--- src/design/serial_baud_pkg.sv ---
// constants for the serial baud generator and break receiver
// assumes one 50 MHz clock and a plain 8-bit register port
package serial_baud_pkg;
    // ------------------------------------------------------------
    // register port
    // ------------------------------------------------------------
    localparam int unsigned ADDR_W = 3;
    localparam int unsigned DATA_W = 8;
    localparam logic [2:0] OFS_MODE    = 3'h0; // serial_mode_register
    localparam logic [2:0] OFS_CLKSEL  = 3'h1; // base clock select
    localparam logic [2:0] OFS_DIVISOR = 3'h2; // baud_divisor_control
    localparam logic [2:0] OFS_EXTCTL  = 3'h3; // serial_extended_control
    localparam logic [2:0] OFS_STATUS  = 3'h4; // flag and busy

    // ------------------------------------------------------------
    // field positions and reset values
    // ------------------------------------------------------------
    localparam int unsigned POWER_BIT = 7; // unit_power_enable
    localparam int unsigned TXE_BIT   = 6; // transmit_enable_bit
    localparam int unsigned RXE_BIT   = 5; // receive_enable_bit
    localparam int unsigned TRIG_BIT  = 6; // break_receive_trigger
    localparam int unsigned FLAG_BIT  = 0; // break_reception_flag
    localparam int unsigned BUSY_BIT  = 1;
    localparam logic [3:0] CLKSEL_RESET = 4'h0;
    localparam logic [3:0] CLKSEL_OSC   = 4'hF; // internal oscillator as base
    localparam logic [7:0] DIVISOR_RESET = 8'hFF;

    // ------------------------------------------------------------
    // timing
    // ------------------------------------------------------------
    localparam int unsigned PRESC_W = 10;        // taps mclk/1 .. mclk/1024
    localparam logic [1:0] OSC_DIV_LAST = 2'h3;  // oscillator divided by 4
    localparam logic [7:0] SBF_MIN_BITS = 8'h0B; // shortest sync break, bits

    typedef enum logic [1:0] {
        BRK_IDLE = 2'b00,
        BRK_WAIT = 2'b01,
        BRK_LOW  = 2'b10,
        BRK_DONE = 2'b11
    } brk_state_t;
endpackage

--- src/design/result_if.sv ---
// carrier between break receiver and its result buffer
// assumes both ends on mclk
`timescale 1ns/1ps
interface result_if;
    logic       valid;
    logic       ready;
    logic [7:0] data;
    modport src (output valid, output data, input ready);
    modport buf_side (input valid, input data, output ready);
endinterface

--- src/design/serial_baud_break.sv ---
// baud generator and sync break receive control, top module
// assumes one-cycle register strobes and pins from outside the clock domain
//
// Contract
// - baud rate is divisor output halved
// - on internal oscillator, count clock is divided oscillator
// - trigger clears with completion interrupt
// - trigger reads zero, clears by itself
// - failed break reception holds flag at one
`timescale 1ns/1ps
module serial_baud_break (
    input  wire logic       mclk,
    input  wire logic       rstn,
    input  wire logic [2:0] addr,
    input  wire logic [7:0] wdata,
    input  wire logic       wr,
    input  wire logic       rd,
    output logic [7:0]      rdata,
    input  wire logic       cpu_on_osc,
    input  wire logic       osc_pin,
    input  wire logic       rxd,
    output logic            baud_clk,
    output logic            baud_tick,
    output logic            done_irq,
    output logic            break_flag,
    output logic            result_valid,
    input  wire logic       result_ready,
    output logic [7:0]      result_data
);
    typedef struct packed {
        logic                    power;
        logic                    txe;
        logic                    rxe;
        logic [3:0]              clksel;
        logic [7:0]              divisor;
        logic                    trig;
        logic                    flag;
        serial_baud_pkg::brk_state_t fsm;
        logic [9:0]              presc;
        logic [1:0]              osc_cnt;
        logic                    osc_s1;
        logic                    osc_s2;
        logic                    osc_s3;
        logic                    rxd_s1;
        logic                    rxd_s2;
        logic [7:0]              dcnt;
        logic                    half;
        logic                    tick;
        logic                    irq;
        logic [7:0]              low_cnt;
        logic [7:0]              rdata;
    } core_state_t;

    core_state_t s;
    core_state_t next_s;
    result_if    res ();

    logic osc_tick;
    logic base_tick;
    logic cnt_pulse;
    logic arm;

    // true when the low sel bits of the prescaler are all ones
    function automatic logic presc_tap(input logic [9:0] p, input logic [3:0] sel);
        logic [9:0] mask;
        mask = 10'h3FF >> (4'hA - sel);
        return (p & mask) == mask;
    endfunction

    // ------------------------------------------------------------
    // count clock selection
    // ------------------------------------------------------------
    // one tick per four rising oscillator edges, seen after the synchroniser
    assign osc_tick = s.osc_s2 && !s.osc_s3 && (s.osc_cnt == serial_baud_pkg::OSC_DIV_LAST);

    always_comb
    begin
        if (cpu_on_osc || s.clksel == serial_baud_pkg::CLKSEL_OSC)
            base_tick = osc_tick;
        else if (s.clksel > 4'hA)
            base_tick = 1'b0;
        else
            base_tick = presc_tap(s.presc, s.clksel);
    end

    assign cnt_pulse = s.power && base_tick && (s.dcnt <= 8'h01);

    // arming only with power and rx enabled
    assign arm = wr && addr == serial_baud_pkg::OFS_EXTCTL && wdata[serial_baud_pkg::TRIG_BIT]
                 && s.power && s.rxe && s.fsm == serial_baud_pkg::BRK_IDLE;

    // result towards the buffer
    assign res.valid = s.fsm == serial_baud_pkg::BRK_DONE;
    assign res.data  = s.low_cnt;

    // ------------------------------------------------------------
    // next state
    // ------------------------------------------------------------
    always_comb
    begin
        next_s        = s;
        next_s.osc_s1 = osc_pin;
        next_s.osc_s2 = s.osc_s1;
        next_s.osc_s3 = s.osc_s2;
        next_s.rxd_s1 = rxd;
        next_s.rxd_s2 = s.rxd_s1;
        next_s.presc  = s.presc + 10'h001;
        next_s.tick   = 1'b0;
        next_s.irq    = 1'b0;
        next_s.rdata  = 8'h00;
        if (s.osc_s2 && !s.osc_s3)
            next_s.osc_cnt = s.osc_cnt + 2'h1;

        // register writes; left to software
        if (wr)
        begin
            unique case (addr)
                serial_baud_pkg::OFS_MODE:
                begin
                    next_s.power = wdata[serial_baud_pkg::POWER_BIT];
                    next_s.txe   = wdata[serial_baud_pkg::TXE_BIT];
                    next_s.rxe   = wdata[serial_baud_pkg::RXE_BIT];
                end
                serial_baud_pkg::OFS_CLKSEL:  next_s.clksel  = wdata[3:0];
                serial_baud_pkg::OFS_DIVISOR: next_s.divisor = wdata;
                default: ;
            endcase
        end

        if (!s.power)
        begin
            next_s.dcnt = s.divisor;
            next_s.half = 1'b0;
        end
        else if (cnt_pulse)
        begin
            next_s.dcnt = s.divisor;
            next_s.half = !s.half;
            next_s.tick = s.half;
        end
        else if (base_tick)
            next_s.dcnt = s.dcnt - 8'h01;

        if (rd)
        begin
            unique case (addr)
                serial_baud_pkg::OFS_MODE:
                    next_s.rdata = {s.power, s.txe, s.rxe, 5'h00};
                serial_baud_pkg::OFS_CLKSEL:  next_s.rdata = {4'h0, s.clksel};
                serial_baud_pkg::OFS_DIVISOR: next_s.rdata = s.divisor;
                serial_baud_pkg::OFS_STATUS:
                    next_s.rdata = {6'h00, s.fsm != serial_baud_pkg::BRK_IDLE, s.flag};
                default: next_s.rdata = 8'h00;
            endcase
        end

        // break reception sequence
        unique case (s.fsm)
            serial_baud_pkg::BRK_IDLE:
            begin
                if (arm)
                begin
                    next_s.trig = 1'b1;
                    next_s.flag = 1'b0;
                    next_s.fsm  = serial_baud_pkg::BRK_WAIT;
                end
            end
            serial_baud_pkg::BRK_WAIT:
            begin
                next_s.low_cnt = 8'h00;
                if (!s.rxd_s2)
                    next_s.fsm = serial_baud_pkg::BRK_LOW;
            end
            serial_baud_pkg::BRK_LOW:
            begin
                if (s.rxd_s2)
                begin
                    if (s.low_cnt >= serial_baud_pkg::SBF_MIN_BITS)
                        next_s.fsm = serial_baud_pkg::BRK_DONE;
                    else
                    begin
                        next_s.flag = 1'b1;
                        next_s.trig = 1'b0;
                        next_s.fsm  = serial_baud_pkg::BRK_IDLE;
                    end
                end
                else if (s.tick && s.low_cnt != 8'hFF)
                    next_s.low_cnt = s.low_cnt + 8'h01;
            end
            serial_baud_pkg::BRK_DONE:
            begin
                if (res.ready)
                begin
                    next_s.trig = 1'b0;
                    next_s.irq  = 1'b1;
                    next_s.fsm  = serial_baud_pkg::BRK_IDLE;
                end
            end
        endcase

        // power off abandons a reception in progress
        if (!s.power && s.fsm != serial_baud_pkg::BRK_IDLE)
        begin
            next_s.trig = 1'b0;
            next_s.fsm  = serial_baud_pkg::BRK_IDLE;
        end
    end

    // ------------------------------------------------------------
    // state register
    // ------------------------------------------------------------
    always_ff @(posedge mclk)
    begin
        if (!rstn)
        begin
            s         <= '0;
            s.clksel  <= serial_baud_pkg::CLKSEL_RESET;
            s.divisor <= serial_baud_pkg::DIVISOR_RESET;
            s.dcnt    <= serial_baud_pkg::DIVISOR_RESET;
            s.rxd_s1  <= 1'b1;
            s.rxd_s2  <= 1'b1;
            s.fsm     <= serial_baud_pkg::BRK_IDLE;
        end
        else
            s <= next_s;
    end

    // result buffer
    result_buffer u_buf (
        .mclk      (mclk),
        .rstn      (rstn),
        .fill      (res.buf_side),
        .out_valid (result_valid),
        .out_ready (result_ready),
        .out_data  (result_data)
    );

    // outputs straight from flops
    assign rdata      = s.rdata;
    assign baud_clk   = s.half;
    assign baud_tick  = s.tick;
    assign done_irq   = s.irq;
    assign break_flag = s.flag;
endmodule

--- src/design/result_buffer.sv ---
// two-entry shift buffer for break length results
// assumes consumer may stall with out_ready low for any time
`timescale 1ns/1ps
module result_buffer (
    input  wire logic   mclk,
    input  wire logic   rstn,
    result_if.buf_side  fill,
    output logic        out_valid,
    input  wire logic   out_ready,
    output logic [7:0]  out_data
);
    typedef struct packed {
        logic [7:0] e0;
        logic [7:0] e1;
        logic       v0;
        logic       v1;
    } buf_state_t;

    buf_state_t s;
    buf_state_t next_s;

    // ------------------------------------------------------------
    // shift logic
    // ------------------------------------------------------------
    // pop from head, then place the new word in the first free slot
    always_comb
    begin
        next_s = s;
        if (s.v0 && out_ready)
        begin
            next_s.e0 = s.e1;
            next_s.v0 = s.v1;
            next_s.v1 = 1'b0;
        end
        if (fill.valid && !s.v1)
        begin
            if (!next_s.v0)
            begin
                next_s.e0 = fill.data;
                next_s.v0 = 1'b1;
            end
            else
            begin
                next_s.e1 = fill.data;
                next_s.v1 = 1'b1;
            end
        end
    end

    // state register
    always_ff @(posedge mclk)
    begin
        if (!rstn)
            s <= '0;
        else
            s <= next_s;
    end

    // out_valid and out_data come from the head entry flops, fill.ready from the second entry
    assign fill.ready = !s.v1;
    assign out_valid  = s.v0;
    assign out_data   = s.e0;
endmodule

--- config.mk ---
export PLATFORM = sky130hd
export DESIGN_NAME = serial_baud_break
export DESIGN_NICKNAME = d
export VERILOG_FILES = /design/src/design/serial_baud_pkg.sv /design/src/design/result_if.sv /design/src/design/serial_baud_break.sv /design/src/design/result_buffer.sv
export SDC_FILE = /design/constraint.sdc
export NUM_CORES = 1
export LEC_CHECK = 0
export ABC_CLOCK_PERIOD_IN_PS = 2400
export BUFFER_PORTS_ARGS = -buffer_cell sky130_fd_sc_hd__buf_2
export CORE_MARGIN = 1.5
export CORE_UTILIZATION = 28
export CTS_CLUSTER_SIZE = 30
export DETAILED_ROUTE_END_ITERATION = 10
export GPL_TIMING_DRIVEN = 0
export PLACE_DENSITY = 0.5
export SYNTH_ARGS = -nofsm -noshare
export SYNTH_HDL_FRONTEND = slang
export SYNTH_HIERARCHICAL = 1
export SYNTH_SLANG_ARGS = --single-unit
export TNS_END_PERCENT = 1
--- constraint.sdc ---
create_clock -name mclk -period 2.4 [get_ports mclk]
set_input_delay 0.48 -clock mclk [delete_from_list [all_inputs] [get_ports mclk]]
set_output_delay 0.48 -clock mclk [all_outputs]
set_load 0.03 [all_outputs]
==> results.cfg <==
[yosys]
syn_avg_cell_area_um2 = 9.00
synth.yosys.seq_area_share_pct = 40.2
synth_seq_cells = 80
netlist-cell-type-count = 61
synthFlopType = dfxtp_1
async_reset_ff_share_pct = 0
syn_nets = 471
synth_area_mm2 = 0.00399
synth_edf_count = 0
synth_cells = 443
yosysWarningCount = 6

[grt]
antenna_found_initial = 0
grt_pass1_wl_um = 15800
grt_pass1_vias = 3196
grt_max_degree = 17
grt_overflow = 0
grt_usage_pct = 13.8

[die]
io-pin-count = 40
rows = 43
coreArea_mm2 = 0.0139
die_x_um = 122
die_height_um = 122
start_util_pct = 28.7
die-area_mm2 = 0.0150

[finish]
final_cell_mix = dfxtp_1 (77), nand2_1 (44), buf_2 (42), nor2b_1 (29)
fill_cells = 1477
final_nets = 521
area.growth.synth_to_final_pct = 18.9
mostFrequentLayoutCell = dfxtp_1
drive_above_1_share_pct = 22.5
diodes = 0
utilization_pct = 34.2

[critical_path]
crit_type = flop to flop
crit_family = simple AND/OR/NAND/NOR gates
startpoint = s[56]
cp.arrival_ns = 2.48
r2r_start = s[56]
crit_required_ns = 2.64
r2r-end = s[23]
cpMaxStageDelayCell = dfxtp_4
cp_cell_sequence = inv_1 > ha_1 > or2_2 > a21oi_1 > nor4_2 > nor3_2 > buf_4 > o21ai_0 > a311o_1
start_kind = flop
reg2reg_depth = 9
reg2reg_slack_ns = 0.17
slowest_delay_ns = 0.39
cp_max_fo = 5
path_buf_inv = 2
crit_path_end_kind = flop

[power_and_ir_drop]
sw_frac_of_total_pct = 25.8
pwr-share-comb_pct = 6.0
clock_power_share_pct = 46.6
peakVddDrop_mv = 0.404
p_sw_w = 0.000744
seq_power_share_pct = 47.4
p_per_area_mw_per_mm2 = 609
p_int_w = 0.00215
p_leak_nw = 1.82

[placed_design]
io_buffers = 38
dp_hpwl_um = 6890
gp_congestion = 0.800

[detailed_routing]
highest-signal-layer = met4
firstDrtPassIters = 4
wl_um = 9470
post_drt_wl_per_cell_um = 14.0
drtAntennaViolNets = 0
via_per_inst = 4.71
vias = 3194
drt_iter0_drc = 135
drc_errors = 0
wl_met1_um = 4360
routed-wl-met3_um = 356
wl_met2_um = 4530

[sta]
grt_setup_unrepaired = no
hold_violations = 0
min_period_ns = 2.23
slew_headroom_pct = 32.1
setup_viol = 0
period_share_pct = 93.1
drv_slew = 0
fmax_ghz = 0.448
tightest_slew_ns = 1.01
finalSetupTns_ns = 0
finClkSkew_ns = 0.00892

[clock_tree]
clk_path_buf_depth = 2
path_clk_slew_ns = 0.07
cts_buffers = 9
tritoncts = yes
holdBufCountCts = 0
cts_setup_buffers = 0
cts_sinks = 80
worstSkewPairLatency_ns = 0.35
clockRootBuffer = clkbuf_16
cts_htree_levels = 3

[worst_hold_path]
worst_hold_path.num_cells = 2
min_to = next_s[27]
hold_start = rxd
min_path_type = primary input to flop

[outcome]
outcome = complete, no violations

[job]
maxCapViolations = 0
## stage by stage
step	power [W]	setup slack (ns)	hold slack (ns)	instances	cell area, µm²
after CTS	0.00294	0.0153	0.302	677	4700
final	0.00289	0.166	0.312	678	4740
after global routing	0.00301	0.0107	0.317	678	4740
after floorplan	0.00151	0.297	0.386	443	3990
after global placement	0.00157	0.0178	0.396	661	4400
after detailed placement	0.00157	0.0151	0.409	661	4400
## repair_timing
action,4_1_cts,5_1_grt
gates resized for setup,3,10
gates cloned,0,1
setup endpoints to repair,3,9
pin swaps,0,2
## power groups by stage
| stage | clock network [W] | logic [W] | registers (W) |
|---|---|---|---|
| after floorplan | 0 | 0.000115 | 0.00139 |
| after global placement | 0 | 0.000170 | 0.00140 |
| after detailed placement | 0 | 0.000171 | 0.00140 |
| after CTS | 0.00139 | 0.000173 | 0.00137 |
| after global routing | 0.00144 | 0.000195 | 0.00137 |
| final | 0.00135 | 0.000175 | 0.00137 |
## synth_stat cells (5+ instances only)
library cell | number | area [µm²]
nand2b_1 | 10 | 62.6
xor2_1 | 8 | 70.1
mux2i_1 | 19 | 190
o21ai_0 | 16 | 80.1
a31oi_2 | 8 | 100
nor3_1 | 9 | 45.0
a21oi_1 | 14 | 70.1
clkbuf_1 | 11 | 41.3
dfxtp_1 | 80 | 1600
and3_1 | 8 | 50.1
or3_1 | 5 | 31.3
nor2_1 | 20 | 75.1
buf_4 | 19 | 143
and2_1 | 16 | 100
buf_2 | 5 | 25.0
o31ai_1 | 10 | 75.1
xnor2_1 | 8 | 70.1
nand2_1 | 44 | 165
inv_1 | 9 | 33.8
nor2b_1 | 29 | 181
ha_1 | 9 | 113
nor4_1 | 5 | 31.3
nand3_1 | 19 | 95.1
## sequential cells by signal, indices dropped and copies added, names as in the netlist
signal           flops
next_s               3
done_irq             1
u_buf/out_valid      1
baud_clk             1
break_flag           1
baud_tick            1
res.data             8
s                   39
rdata                8
u_buf/s              9
u_buf/out_data       8
## worst max-delay path by stage
| stage | end | slack [ns] | cells after the start |
|---|---|---|---|
| finish | s[23] | 0.17 | 9 |
| global route | s[23] | 0.01 | 9 |
| CTS | s[23] | 0.02 | 10 |
| detailed placement | s[22] | 0.02 | 10 |
| global placement | s[22] | 0.02 | 10 |
| floorplan | s[22] | 0.30 | 10 |
## layer usage
layer	vias to the layer above	global-route usage, %
li1	1649	-
met4	0	6.98
met2	51	22.8
met1	1479	16.4
met5	-	0
met3	15	3.58
## cell families (layout without fill, tap and decap cells)
| group | after synthesis | after routing | synth area share [%] |
|---|---|---|---|
| compound gates | 79 | 79 | 14.5 |
| xor+xnor | 16 | 16 | 3.51 |
| fa+ha+maj | 9 | 9 | 2.82 |
| buf+inv | 47 | 102 | 6.74 |
| flops | 80 | 80 | 40.2 |
| mux | 21 | 21 | 5.43 |
| simple gates | 191 | 191 | 26.8 |
## layout make-up
cell class / instances / area (µm²) / area share, %
buffer: 38 / 240 / 5.06
clock inverter: 7 / 63.8 / 1.35
inverter: 9 / 33.8 / 0.712
tap: 180 / 225 / 4.75
sequential: 80 / 1610 / 33.9
timing repair buffer: 39 / 195 / 4.12
clock buffer: 9 / 225 / 4.75
multi-input combinational: 316 / 2150 / 45.3
No activity file was read; power rests on OpenSTA's default activity.
